`config.mk`:
```
export PLATFORM = sky130hd
export DESIGN_NAME = hbm_top
export DESIGN_NICKNAME = d
export VERILOG_FILES = /design/src/core/hbm_pkg.sv /design/src/core/hbm_mult_core.sv /design/src/core/hbm_top.sv
export SDC_FILE = /design/constraint.sdc
export NUM_CORES = 1
export LEC_CHECK = 0
export ABC_AREA = 0
export BUFFER_PORTS_ARGS = -buffer_cell sky130_fd_sc_hd__buf_2
export CAP_MARGIN = 20
export CORE_MARGIN = 2
export CORE_UTILIZATION = 62
export DETAILED_ROUTE_END_ITERATION = 6
export GPL_TIMING_DRIVEN = 0
export HOLD_SLACK_MARGIN = 0.05
export PLACE_DENSITY = 0.94
export SETUP_SLACK_MARGIN = 0.02
export SYNTH_ARGS = -nofsm -noshare
export SYNTH_HDL_FRONTEND = slang
export SYNTH_HIERARCHICAL = 1
export SYNTH_SLANG_ARGS = --single-unit
```
`constraint.sdc`:
```
create_clock -name clk -period 7.61 [get_ports clk]
set_input_delay 1.522 -clock clk [delete_from_list [all_inputs] [get_ports clk]]
set_output_delay 1.522 -clock clk [all_outputs]
set_load 0.01 [all_outputs]
```
`src/core/hbm_pkg.sv`:
```
// Constants shared by the hardware byte multiplier files
package hbm_pkg;

   // ***************************************************
   // Register byte addresses
   // ***************************************************
   localparam int HBM_ADDR_W = 12;
   localparam logic [11:0] HBM_OFS_PROD_LOW = 12'h000;
   localparam logic [11:0] HBM_OFS_PROD_HIGH = 12'h004;
   localparam logic [11:0] HBM_OFS_ACCUM = 12'h008;
   localparam logic [11:0] HBM_OFS_FILE_OP = 12'h00C;
   localparam logic [11:0] HBM_OFS_COMMAND = 12'h010;
   localparam logic [11:0] HBM_OFS_FLAGS = 12'hFD8;

   // ***************************************************
   // Field positions
   // ***************************************************
   localparam int HBM_FLAG_CARRY = 0;
   localparam int HBM_FLAG_DIGIT = 1;
   localparam int HBM_FLAG_ZERO = 2;
   localparam int HBM_FLAG_OVER = 3;
   localparam int HBM_FLAG_NEG = 4;
   localparam int HBM_FLAG_W = 5;
   localparam int HBM_CMD_MUL = 0;
   localparam int HBM_CMD_SUB = 1;

   // ***************************************************
   // Values after reset
   // ***************************************************
   localparam logic [7:0] HBM_RST_BYTE = 8'h00;
   localparam logic [4:0] HBM_RST_FLAGS = 5'h00;

   // ***************************************************
   // Bus response codes
   // ***************************************************
   localparam logic [1:0] HBM_RESP_OKAY = 2'h0;
   localparam logic [1:0] HBM_RESP_SLVERR = 2'h2;

endpackage

```
`src/core/hbm_mult_core.sv`:
```
// Combinational unsigned byte by byte multiplier array
`timescale 1ns/1ps
`default_nettype none

module hbm_mult_core #(
   parameter int OPER_W = 8
) (
   input wire logic [OPER_W-1:0] operandA,
   input wire logic [OPER_W-1:0] operandB,
   output logic [2*OPER_W-1:0] product
);

   // ***************************************************
   // Full width unsigned product
   // ***************************************************
   always_comb begin
      // Both operands widened, no sign extension
      product = {{OPER_W{1'b0}}, operandA} * {{OPER_W{1'b0}}, operandB};
   end

endmodule

`default_nettype wire

```
`src/core/hbm_top.sv`:
```
// Hardware byte multiplier with its AXI4-Lite register slave
`timescale 1ns/1ps
`default_nettype none

module hbm_top
   import hbm_pkg::*;
#(
   parameter int ADDR_W = HBM_ADDR_W
) (
   input wire logic clk,
   input wire logic reset,
   input wire logic [ADDR_W-1:0] awaddr,
   input wire logic awvalid,
   output logic awready,
   input wire logic [31:0] wdata,
   input wire logic [3:0] wstrb,
   input wire logic wvalid,
   output logic wready,
   output logic [1:0] bresp,
   output logic bvalid,
   input wire logic bready,
   input wire logic [ADDR_W-1:0] araddr,
   input wire logic arvalid,
   output logic arready,
   output logic [31:0] rdata,
   output logic [1:0] rresp,
   output logic rvalid,
   input wire logic rready
);

   // ***************************************************
   // Datapath state
   // ***************************************************
   logic [7:0] prodLow_q, prodLow_d; // Product low byte
   logic [7:0] prodHigh_q, prodHigh_d; // Product high byte
   logic [7:0] accum_q, accum_d; // Working accumulator
   logic [7:0] fileOp_q, fileOp_d; // Memory operand
   logic [4:0] flags_q, flags_d; // Condition flags
   logic [15:0] mulProduct; // Array output

   // ***************************************************
   // Write channel state
   // ***************************************************
   logic awHeld_q, awHeld_d; // Address waiting
   logic [ADDR_W-1:0] awAddr_q, awAddr_d;
   logic wHeld_q, wHeld_d; // Data waiting
   logic [31:0] wData_q, wData_d;
   logic [3:0] wStrb_q, wStrb_d;
   logic awReady_q, awReady_d;
   logic wReady_q, wReady_d;
   logic bValid_q, bValid_d;
   logic [1:0] bResp_q, bResp_d;

   // ***************************************************
   // Read channel state
   // ***************************************************
   logic arReady_q, arReady_d;
   logic rValid_q, rValid_d;
   logic [31:0] rData_q, rData_d;
   logic [1:0] rResp_q, rResp_d;

   // Commit a write once address and data are both in
   logic doWrite;
   logic [8:0] subSum; // Subtract by adding inverse
   logic [4:0] subNib; // Low nibble for digit carry
   logic [7:0] subRes;

   // ***************************************************
   // Multiplier array
   // ***************************************************
   hbm_mult_core #(
      .OPER_W(8)
   ) u_mult (
      .operandA(accum_q),
      .operandB(fileOp_q),
      .product(mulProduct)
   );

   // ***************************************************
   // Write channel and register updates
   // ***************************************************
   always_comb begin
      awHeld_d = awHeld_q;
      awAddr_d = awAddr_q;
      wHeld_d = wHeld_q;
      wData_d = wData_q;
      wStrb_d = wStrb_q;
      bValid_d = bValid_q;
      bResp_d = bResp_q;
      prodLow_d = prodLow_q;
      prodHigh_d = prodHigh_q;
      accum_d = accum_q;
      fileOp_d = fileOp_q;
      flags_d = flags_q;
      subSum = {1'b0, prodHigh_q} + {1'b0, ~accum_q} + 9'h001;
      subNib = {1'b0, prodHigh_q[3:0]} + {1'b0, ~accum_q[3:0]} + 5'h01;
      subRes = subSum[7:0];
      doWrite = awHeld_q && wHeld_q && !bValid_q;
      // Capture address
      if (awvalid && awReady_q) begin
         awHeld_d = 1'b1;
         awAddr_d = awaddr;
      end
      // Capture data
      if (wvalid && wReady_q) begin
         wHeld_d = 1'b1;
         wData_d = wdata;
         wStrb_d = wstrb;
      end
      // Response handshake
      if (bValid_q && bready) begin
         bValid_d = 1'b0;
      end
      if (doWrite) begin
         awHeld_d = 1'b0;
         wHeld_d = 1'b0;
         bValid_d = 1'b1;
         bResp_d = HBM_RESP_OKAY;
         if (awAddr_q == HBM_OFS_PROD_LOW) begin
            if (wStrb_q[0]) begin
               prodLow_d = wData_q[7:0];
            end
         end else if (awAddr_q == HBM_OFS_PROD_HIGH) begin
            // Sign correction path for software
            if (wStrb_q[0]) begin
               prodHigh_d = wData_q[7:0];
            end
         end else if (awAddr_q == HBM_OFS_ACCUM) begin
            if (wStrb_q[0]) begin
               accum_d = wData_q[7:0];
            end
         end else if (awAddr_q == HBM_OFS_FILE_OP) begin
            if (wStrb_q[0]) begin
               fileOp_d = wData_q[7:0];
            end
         end else if (awAddr_q == HBM_OFS_FLAGS) begin
            if (wStrb_q[0]) begin
               flags_d = wData_q[HBM_FLAG_W-1:0];
            end
         end else if (awAddr_q == HBM_OFS_COMMAND) begin
            if (wStrb_q[0] && wData_q[HBM_CMD_MUL]) begin
               // Both bytes in one edge; flags and operands kept
               prodHigh_d = mulProduct[15:8];
               prodLow_d = mulProduct[7:0];
               flags_d = flags_q;
            end else if (wStrb_q[0] && wData_q[HBM_CMD_SUB]) begin
               // High byte minus accumulator, flags as a subtract
               prodHigh_d = subRes;
               flags_d[HBM_FLAG_CARRY] = subSum[8];
               flags_d[HBM_FLAG_DIGIT] = subNib[4];
               flags_d[HBM_FLAG_ZERO] = (subRes == 8'h00);
               flags_d[HBM_FLAG_NEG] = subRes[7];
               flags_d[HBM_FLAG_OVER] = (prodHigh_q[7] != accum_q[7]) &&
                  (subRes[7] != prodHigh_q[7]);
            end
         end else begin
            // Unmapped address
            bResp_d = HBM_RESP_SLVERR;
         end
      end
      // Each ready only while its own channel holds nothing and no response is unanswered
      awReady_d = !awHeld_d && !bValid_d;
      wReady_d = !wHeld_d && !bValid_d;
   end

   // Register write side
   always_ff @(posedge clk) begin
      if (reset) begin
         awHeld_q <= 1'b0;
         awAddr_q <= '0;
         wHeld_q <= 1'b0;
         wData_q <= 32'h0000_0000;
         wStrb_q <= 4'h0;
         awReady_q <= 1'b0;
         wReady_q <= 1'b0;
         bValid_q <= 1'b0;
         bResp_q <= HBM_RESP_OKAY;
         prodLow_q <= HBM_RST_BYTE;
         prodHigh_q <= HBM_RST_BYTE;
         accum_q <= HBM_RST_BYTE;
         fileOp_q <= HBM_RST_BYTE;
         flags_q <= HBM_RST_FLAGS;
      end else begin
         awHeld_q <= awHeld_d;
         awAddr_q <= awAddr_d;
         wHeld_q <= wHeld_d;
         wData_q <= wData_d;
         wStrb_q <= wStrb_d;
         awReady_q <= awReady_d;
         wReady_q <= wReady_d;
         bValid_q <= bValid_d;
         bResp_q <= bResp_d;
         prodLow_q <= prodLow_d;
         prodHigh_q <= prodHigh_d;
         accum_q <= accum_d;
         fileOp_q <= fileOp_d;
         flags_q <= flags_d;
      end
   end

   // ***************************************************
   // Read channel
   // ***************************************************
   always_comb begin
      rValid_d = rValid_q;
      rData_d = rData_q;
      rResp_d = rResp_q;
      // Answer taken
      if (rValid_q && rready) begin
         rValid_d = 1'b0;
      end
      if (arvalid && arReady_q) begin
         rValid_d = 1'b1;
         rResp_d = HBM_RESP_OKAY;
         rData_d = 32'h0000_0000;
         if (araddr == HBM_OFS_PROD_LOW) begin
            rData_d[7:0] = prodLow_q;
         end else if (araddr == HBM_OFS_PROD_HIGH) begin
            rData_d[7:0] = prodHigh_q;
         end else if (araddr == HBM_OFS_ACCUM) begin
            rData_d[7:0] = accum_q;
         end else if (araddr == HBM_OFS_FILE_OP) begin
            rData_d[7:0] = fileOp_q;
         end else if (araddr == HBM_OFS_FLAGS) begin
            rData_d[HBM_FLAG_W-1:0] = flags_q;
         end else if (araddr == HBM_OFS_COMMAND) begin
            // Command bits are pulses, read as zero
            rData_d = 32'h0000_0000;
         end else begin
            rResp_d = HBM_RESP_SLVERR;
         end
      end
      // One read in flight
      arReady_d = !rValid_d;
   end

   // Register read side
   always_ff @(posedge clk) begin
      if (reset) begin
         arReady_q <= 1'b0;
         rValid_q <= 1'b0;
         rData_q <= 32'h0000_0000;
         rResp_q <= HBM_RESP_OKAY;
      end else begin
         arReady_q <= arReady_d;
         rValid_q <= rValid_d;
         rData_q <= rData_d;
         rResp_q <= rResp_d;
      end
   end

   // ***************************************************
   // Outputs straight from flops
   // ***************************************************
   assign awready = awReady_q;
   assign wready = wReady_q;
   assign bvalid = bValid_q;
   assign bresp = bResp_q;
   assign arready = arReady_q;
   assign rvalid = rValid_q;
   assign rdata = rData_q;
   assign rresp = rResp_q;

endmodule

`default_nettype wire

```
After elaboration in Yosys (flattened, before gate mapping). Index checks and enable logic that the tools add are counted.

Register bits after elaboration: 77. Input port bits: 67. Logic and storage cells: 128.

Add/sub/neg operators: 4. Multiply operators: 1. Eq/ne operators: 23. Multiplexer cells: 45. Bitwise gates (word level): 6. Reduce and logical (&&, ||, !) cells: 31.

Operators by type and width (number): $mux 8 (19); $eq 12x4->1 const B (4); $mux 5 (6); $eq 12x12->1 const B (2); $eq 12x3->1 const B (2); $eq 12x5->1 const B (2); $logic_not 12->1 (2); $mux 2 (12); $ne 2x2->1 const B (11); $mul 8x8->16 (1); $reduce_and 8->1 (2); $logic_and 1x1->1 (12); $reduce_bool 2->1 (5); $add 8x8->9 (1); $add 9x1->9 const B (1); $reduce_and 9->1 (1); $logic_not 8->1 (1); $mux 1 (8); $not 8->8 (1); $reduce_and 6->1 (1); $add 4x4->5 (1); $add 5x1->5 const B (1); $logic_not 1->1 (5); $reduce_and 5->1 (1); 4 further kinds (8).

Longest topological paths before layout.
Word-level depth: 10. Gate-level depth with buffers: 19. Depth with buffers taken out: 19.

Cells and area by module. Netlist, hierarchy kept.

By module, submodules not included: hbm_top (times used 1, cells each 507, area an instance 4140.2 um^2); hbm_mult_core (times used 1, cells each 260, area an instance 2203.4 um^2).

Least setup slack after synthesis. Ideal clock, no wire load.

Path type: register to register. Start: register fileOp_q[4]. End: register prodHigh_q[2]. Library setup time: 0.078 ns. Data arrival time: 4.339 ns. Path slack: 3.193 ns. Stages on the path, launching flop included: 20. Clock period less this slack: 4.417 ns. Cell sequence: dfxtp_1 and2_1 fa_1 inv_1 fa_1 inv_1 fa_1 inv_1 fa_1 inv_1 ha_1 a21oi_1 nand2_1 or2_2 a31oi_1 xnor2_1 nor2_1 a211oi_1 a211oi_1 nor3_1.

Longest elaborated chain between the ends: 7.

Ends and longest elaborated chain: from (decl) (RTL line hbm_top.sv:37) `logic [7:0] fileOp_q, fileOp_d;`; from (signal assigned) (RTL line hbm_top.sv:196) `fileOp_q <= fileOp_d;`; $mul 8x8->16 (RTL line hbm_mult_core.sv:18) `product = {{OPER_W{1'b0}}, operandA} * {{OPER_W{1'b0}}, operandB};`; named net mulProduct[10] (RTL line hbm_top.sv:39) `logic [15:0] mulProduct;`; $mux 8 (RTL line hbm_top.sv:141) `if (wStrb_q[0] && wData_q[HBM_CMD_MUL]) begin`; $mux 8 (RTL line hbm_top.sv:140) `end else if (awAddr_q == HBM_OFS_COMMAND) begin`; $mux 8 (RTL line hbm_top.sv:136) `end else if (awAddr_q == HBM_OFS_FLAGS) begin`; $mux 8 (RTL line hbm_top.sv:132) `end else if (awAddr_q == HBM_OFS_FILE_OP) begin`; $mux 8 (RTL line hbm_top.sv:128) `end else if (awAddr_q == HBM_OFS_ACCUM) begin`; $mux 8 (RTL line hbm_top.sv:123) `end else if (awAddr_q == HBM_OFS_PROD_HIGH) begin`; to (signal assigned) (RTL line hbm_top.sv:194) `prodHigh_q <= prodHigh_d;`; to (decl) (RTL line hbm_top.sv:35) `logic [7:0] prodHigh_q, prodHigh_d;`.

The timed path passes the listed nets, and every way through them passes these cells. The select of a mux whose other input is x is not followed. A chain may end at the register's enable or synchronous reset.

Final worst setup path.
Start: register accum_q[0]. End: register prodHigh_q[5].

RTL lines: from (decl) (RTL line hbm_top.sv:36) `logic [7:0] accum_q, accum_d;`; from (signal assigned) (RTL line hbm_top.sv:195) `accum_q <= accum_d;`; $mul 8x8->16 (RTL line hbm_mult_core.sv:18); named net mulProduct[13] (RTL line hbm_top.sv:39); $mux 8 (RTL line hbm_top.sv:141); $mux 8 (RTL line hbm_top.sv:140); $mux 8 (RTL line hbm_top.sv:136); $mux 8 (RTL line hbm_top.sv:132); $mux 8 (RTL line hbm_top.sv:128); $mux 8 (RTL line hbm_top.sv:123).

The timed path passes the listed nets, and every way through them passes these cells. The select of a mux whose other input is x is not followed.

==> results.toml <==
[power]
leakagePower_nw = 3.20
power.density_mw_per_mm2 = 123
peakVddDrop_v = 0.000135

[setup_path]
cp_slowest_cell = "dfxtp_1"
crit_arrival_ns = 5.35
slowest_delay_ns = 0.62
worst-setup-path-type = "flop to flop"
critPathTopFamily = "adder cells"
cp-end-kind = "flop"
required_ns = 7.90
crit_fanout = 11
cpMostUsedCell = "fa_1"
path_cells = "nand2_1, fa_1, fa_1, inv_1, fa_1, inv_1, fa_1, inv_1, ha_1, o21a_1, o31a_4, o311ai_0, nand4b_1, o311ai_0, o21ai_0, nand2_1, o221ai_1, a21oi_1"
start_kind = "flop"
crit_buf_inv = 3

[floorplan]
die_x_um = 105
start_util_pct = 64.3
coreArea_sq_mm = 0.00986
die-area_sq_mm = 0.0111
dieHeight_um = 105
io_pins = 108
row_count = 36

[final_layout]
seqCellArea_sq_mm = 0.00150
syn_to_final_growth_pct = 12.0
finalNonFillerCells = 994
drive_gt1_share_pct = 15.1
fillers = 732
multi_input_area_sq_mm = 0.00439
final_nets = 1004
n_antenna_cell = 0
final_util_pct = 72.0

[place]
dp_slack_ns = 2.61
routabilityCongestion = 0.983
dpl.hpwl_um = 12200
placement.io_buffers = 53
placed_cells = 978

[logic_synthesis]
netlist_area_sq_mm = 0.00634
synth.distinct_cells = 76
synth_edf_count = 0
ys_seq_area_share_pct = 23.7
synth_flop_cell = "dfxtp_1"
ys_ff_latch = 75
syn_area_per_cell_sq_um = 8.27
ys_warn_count = 6
async_flop_share_pct = 0
synthCells = 767

[run]
maxCapViolCount = 0

[timing]
setup_ws_ns = 2.55
finalClockSkew_ns = 0.0103
holdWs_ns = 0.455
fin_crit_sh_pct = 66.5
setup_violations = 0
rsz0062_at_grt = "false"
clock.fmax_ghz = 0.198
period_needed_ns = 5.06
setup_tns_ns = 0
relSlewSlack_pct = 41.2
tightest_slew_ns = 0.870
hold_viol = 0
slew_viol_final = 0

[clocking]
cts_buffer_depth = 2
cts_root_buf = "clkbuf_8"
path_clk_slew_ns = 0.09
insertion_delay_ns = 0.37
cts_tree = "yes"
cts-resized-gates = 0
cts_max_level = 3
hold_buffers = 0
cts_num_sinks = 75
post_cts_buffers = 0
cts_buffers = 9

[global_route]
grt_pass1_wl_um = 27700
grt_start_max_net_pins = 15
antenna_found_initial = 0
grt_overflow_total = 0
grt_usage_pct = 31.2
first_global_vias = 5672

[status]
run_status = "complete, no violations"

[routing]
ant_nets = 0
vias_per_cell = 6.00
first_iter_violations = 586
wire_per_inst_um = 17.1
first_pass_iters = 7
vias = 5966
routed_wl_um = 17000
drc = 0

[hold_path]
hold_path.class = "flop to flop"
==> where the power goes <==
group / leakage (nW) / total (mW) / internal [mW] / switching [mW]
Clock: 0.117 / 0.362 / 0.197 / 0.165
Combinational: 2.47 / 0.101 / 0.0404 / 0.0611
Sequential: 0.608 / 0.411 / 0.401 / 0.0105
==> cell type report <==
type | instances | area share (%)
buffer | 49 | 4.21
tap | 133 | 2.34
timing repair buffer | 53 | 3.74
sequential | 75 | 21.1
clock inverter | 6 | 1.34
inverter | 65 | 3.44
clock buffer | 10 | 1.94
multi-input combinational | 603 | 61.9
==> worst register-to-register path, cell delays in order (launching register included) <==
cell and delay (ns):
dfxtp_1 0.62, nand2_1 0.15, fa_1 0.54, fa_1 0.55, inv_1 0.06, fa_1 0.54, inv_1 0.06, fa_1 0.54
inv_1 0.05, ha_1 0.35, o21a_1 0.14, o31a_4 0.13, o311ai_0 0.45, nand4b_1 0.15, o311ai_0 0.16, o21ai_0 0.16
nand2_1 0.08, o221ai_1 0.10, a21oi_1 0.18
==> metal layers <==
layer | GRT usage, % | share of wire [%]
met1 | 40.8 | 41
met2 | 49.7 | 45
met3 | 6.86 | 9.5
met4 | 13.7 | 4.5
met5 | 0 | 0
==> sequential cells by signal, indices dropped and copies added, names as in the netlist, 5 cells and up <==
register	count
flags_q	5
accum_q	8
prodLow_q	8
awAddr_q	12
rdata	8
fileOp_q	8
wData_q	8
prodHigh_q	8
==> path summary, 6_finish.rpt <==
| path | to | slack (ns) | cells after the start | start |
|---|---|---|---|---|
| setup / recovery | prodHigh_q[5]$_SDFFE_PP0P_ | 2.55 | 18 | accum_q[0]$_SDFFE_PP0P_ |
| hold / removal | rdata[3]$_SDFFE_PP0P_ | 0.45 | 2 | rdata[3]$_SDFFE_PP0P_ |
| setup reg to reg | prodHigh_q[5]$_SDFFE_PP0P_ | 2.55 | 18 | accum_q[0]$_SDFFE_PP0P_ |
| hold reg to reg | rdata[3]$_SDFFE_PP0P_ | 0.45 | 2 | rdata[3]$_SDFFE_PP0P_ |
==> per-stage QoR <==
stage / total power [mW] / instance area, sq um
6_report: 0.875 / 7100
5_1_grt: 0.896 / 7100
4_1_cts: 0.867 / 7100
3_5_place_dp: 0.517 / 6870
3_3_place_gp: 0.514 / 6870
2_1_floorplan: 0.486 / 6440
==> synth_stat cells, types with 3 or more instances <==
cell type,number,area share [%]
mux4_2,3,1.1
buf_1,4,0.24
a221o_2,5,0.89
dfxtp_1,75,24
or3_1,3,0.30
o21a_1,3,0.36
nor3_1,11,0.87
nor4_1,5,0.49
inv_1,64,3.8
nor2b_1,6,0.59
o21ai_0,33,2.6
o31ai_1,3,0.36
buf_4,28,3.3
and2_1,52,5.1
nand2b_1,12,1.2
a31oi_1,3,0.30
nor2_1,66,3.9
nand4_1,7,0.69
nand2_1,97,5.7
xnor2_1,8,1.1
mux2i_1,23,3.6
a22oi_1,6,0.71
o21ai_1,6,0.47
a31o_1,3,0.41
fa_1,37,12
xor2_1,5,0.69
a211o_1,3,0.41
a211oi_1,11,1.3
a21oi_1,58,4.6
nand3_1,9,0.71
or2_2,3,0.30
clkbuf_1,14,0.83
ha_1,44,8.7
==> cell families (layout without fill, tap and decap cells) <==
logic type / after synthesis / in the layout / synth area share (%)
muxes: 26 / 26 / 4.69
xor gates and xnor gates: 13 / 13 / 1.79
other: 1 / 26 / 0.0591
adders and majority gates: 81 / 81 / 20.4
DFF: 75 / 75 / 23.7
AOI/OAI and AO/OA: 160 / 160 / 16.6
buffers and inverters: 114 / 183 / 8.56
and+or+nand+nor: 297 / 297 / 24.2
==> placed cells by master (no fill, tap or decap), types with 8 or more instances in the layout <==
| master | count |
|---|---|
| conb_1 | 26 |
| dfxtp_1 | 75 |
| ha_1 | 44 |
| and2_1 | 52 |
| nand2_1 | 97 |
| a21oi_1 | 58 |
| a211oi_1 | 11 |
| nand3_1 | 9 |
| xnor2_1 | 8 |
| fa_1 | 37 |
| mux2i_1 | 23 |
| o21ai_0 | 33 |
| nand2b_1 | 12 |
| buf_4 | 28 |
| nor2_1 | 66 |
| clkbuf_1 | 14 |
| clkbuf_8 | 10 |
| inv_1 | 64 |
| buf_2 | 55 |
| nor3_1 | 11 |
(Power assumes the default switching activity.)
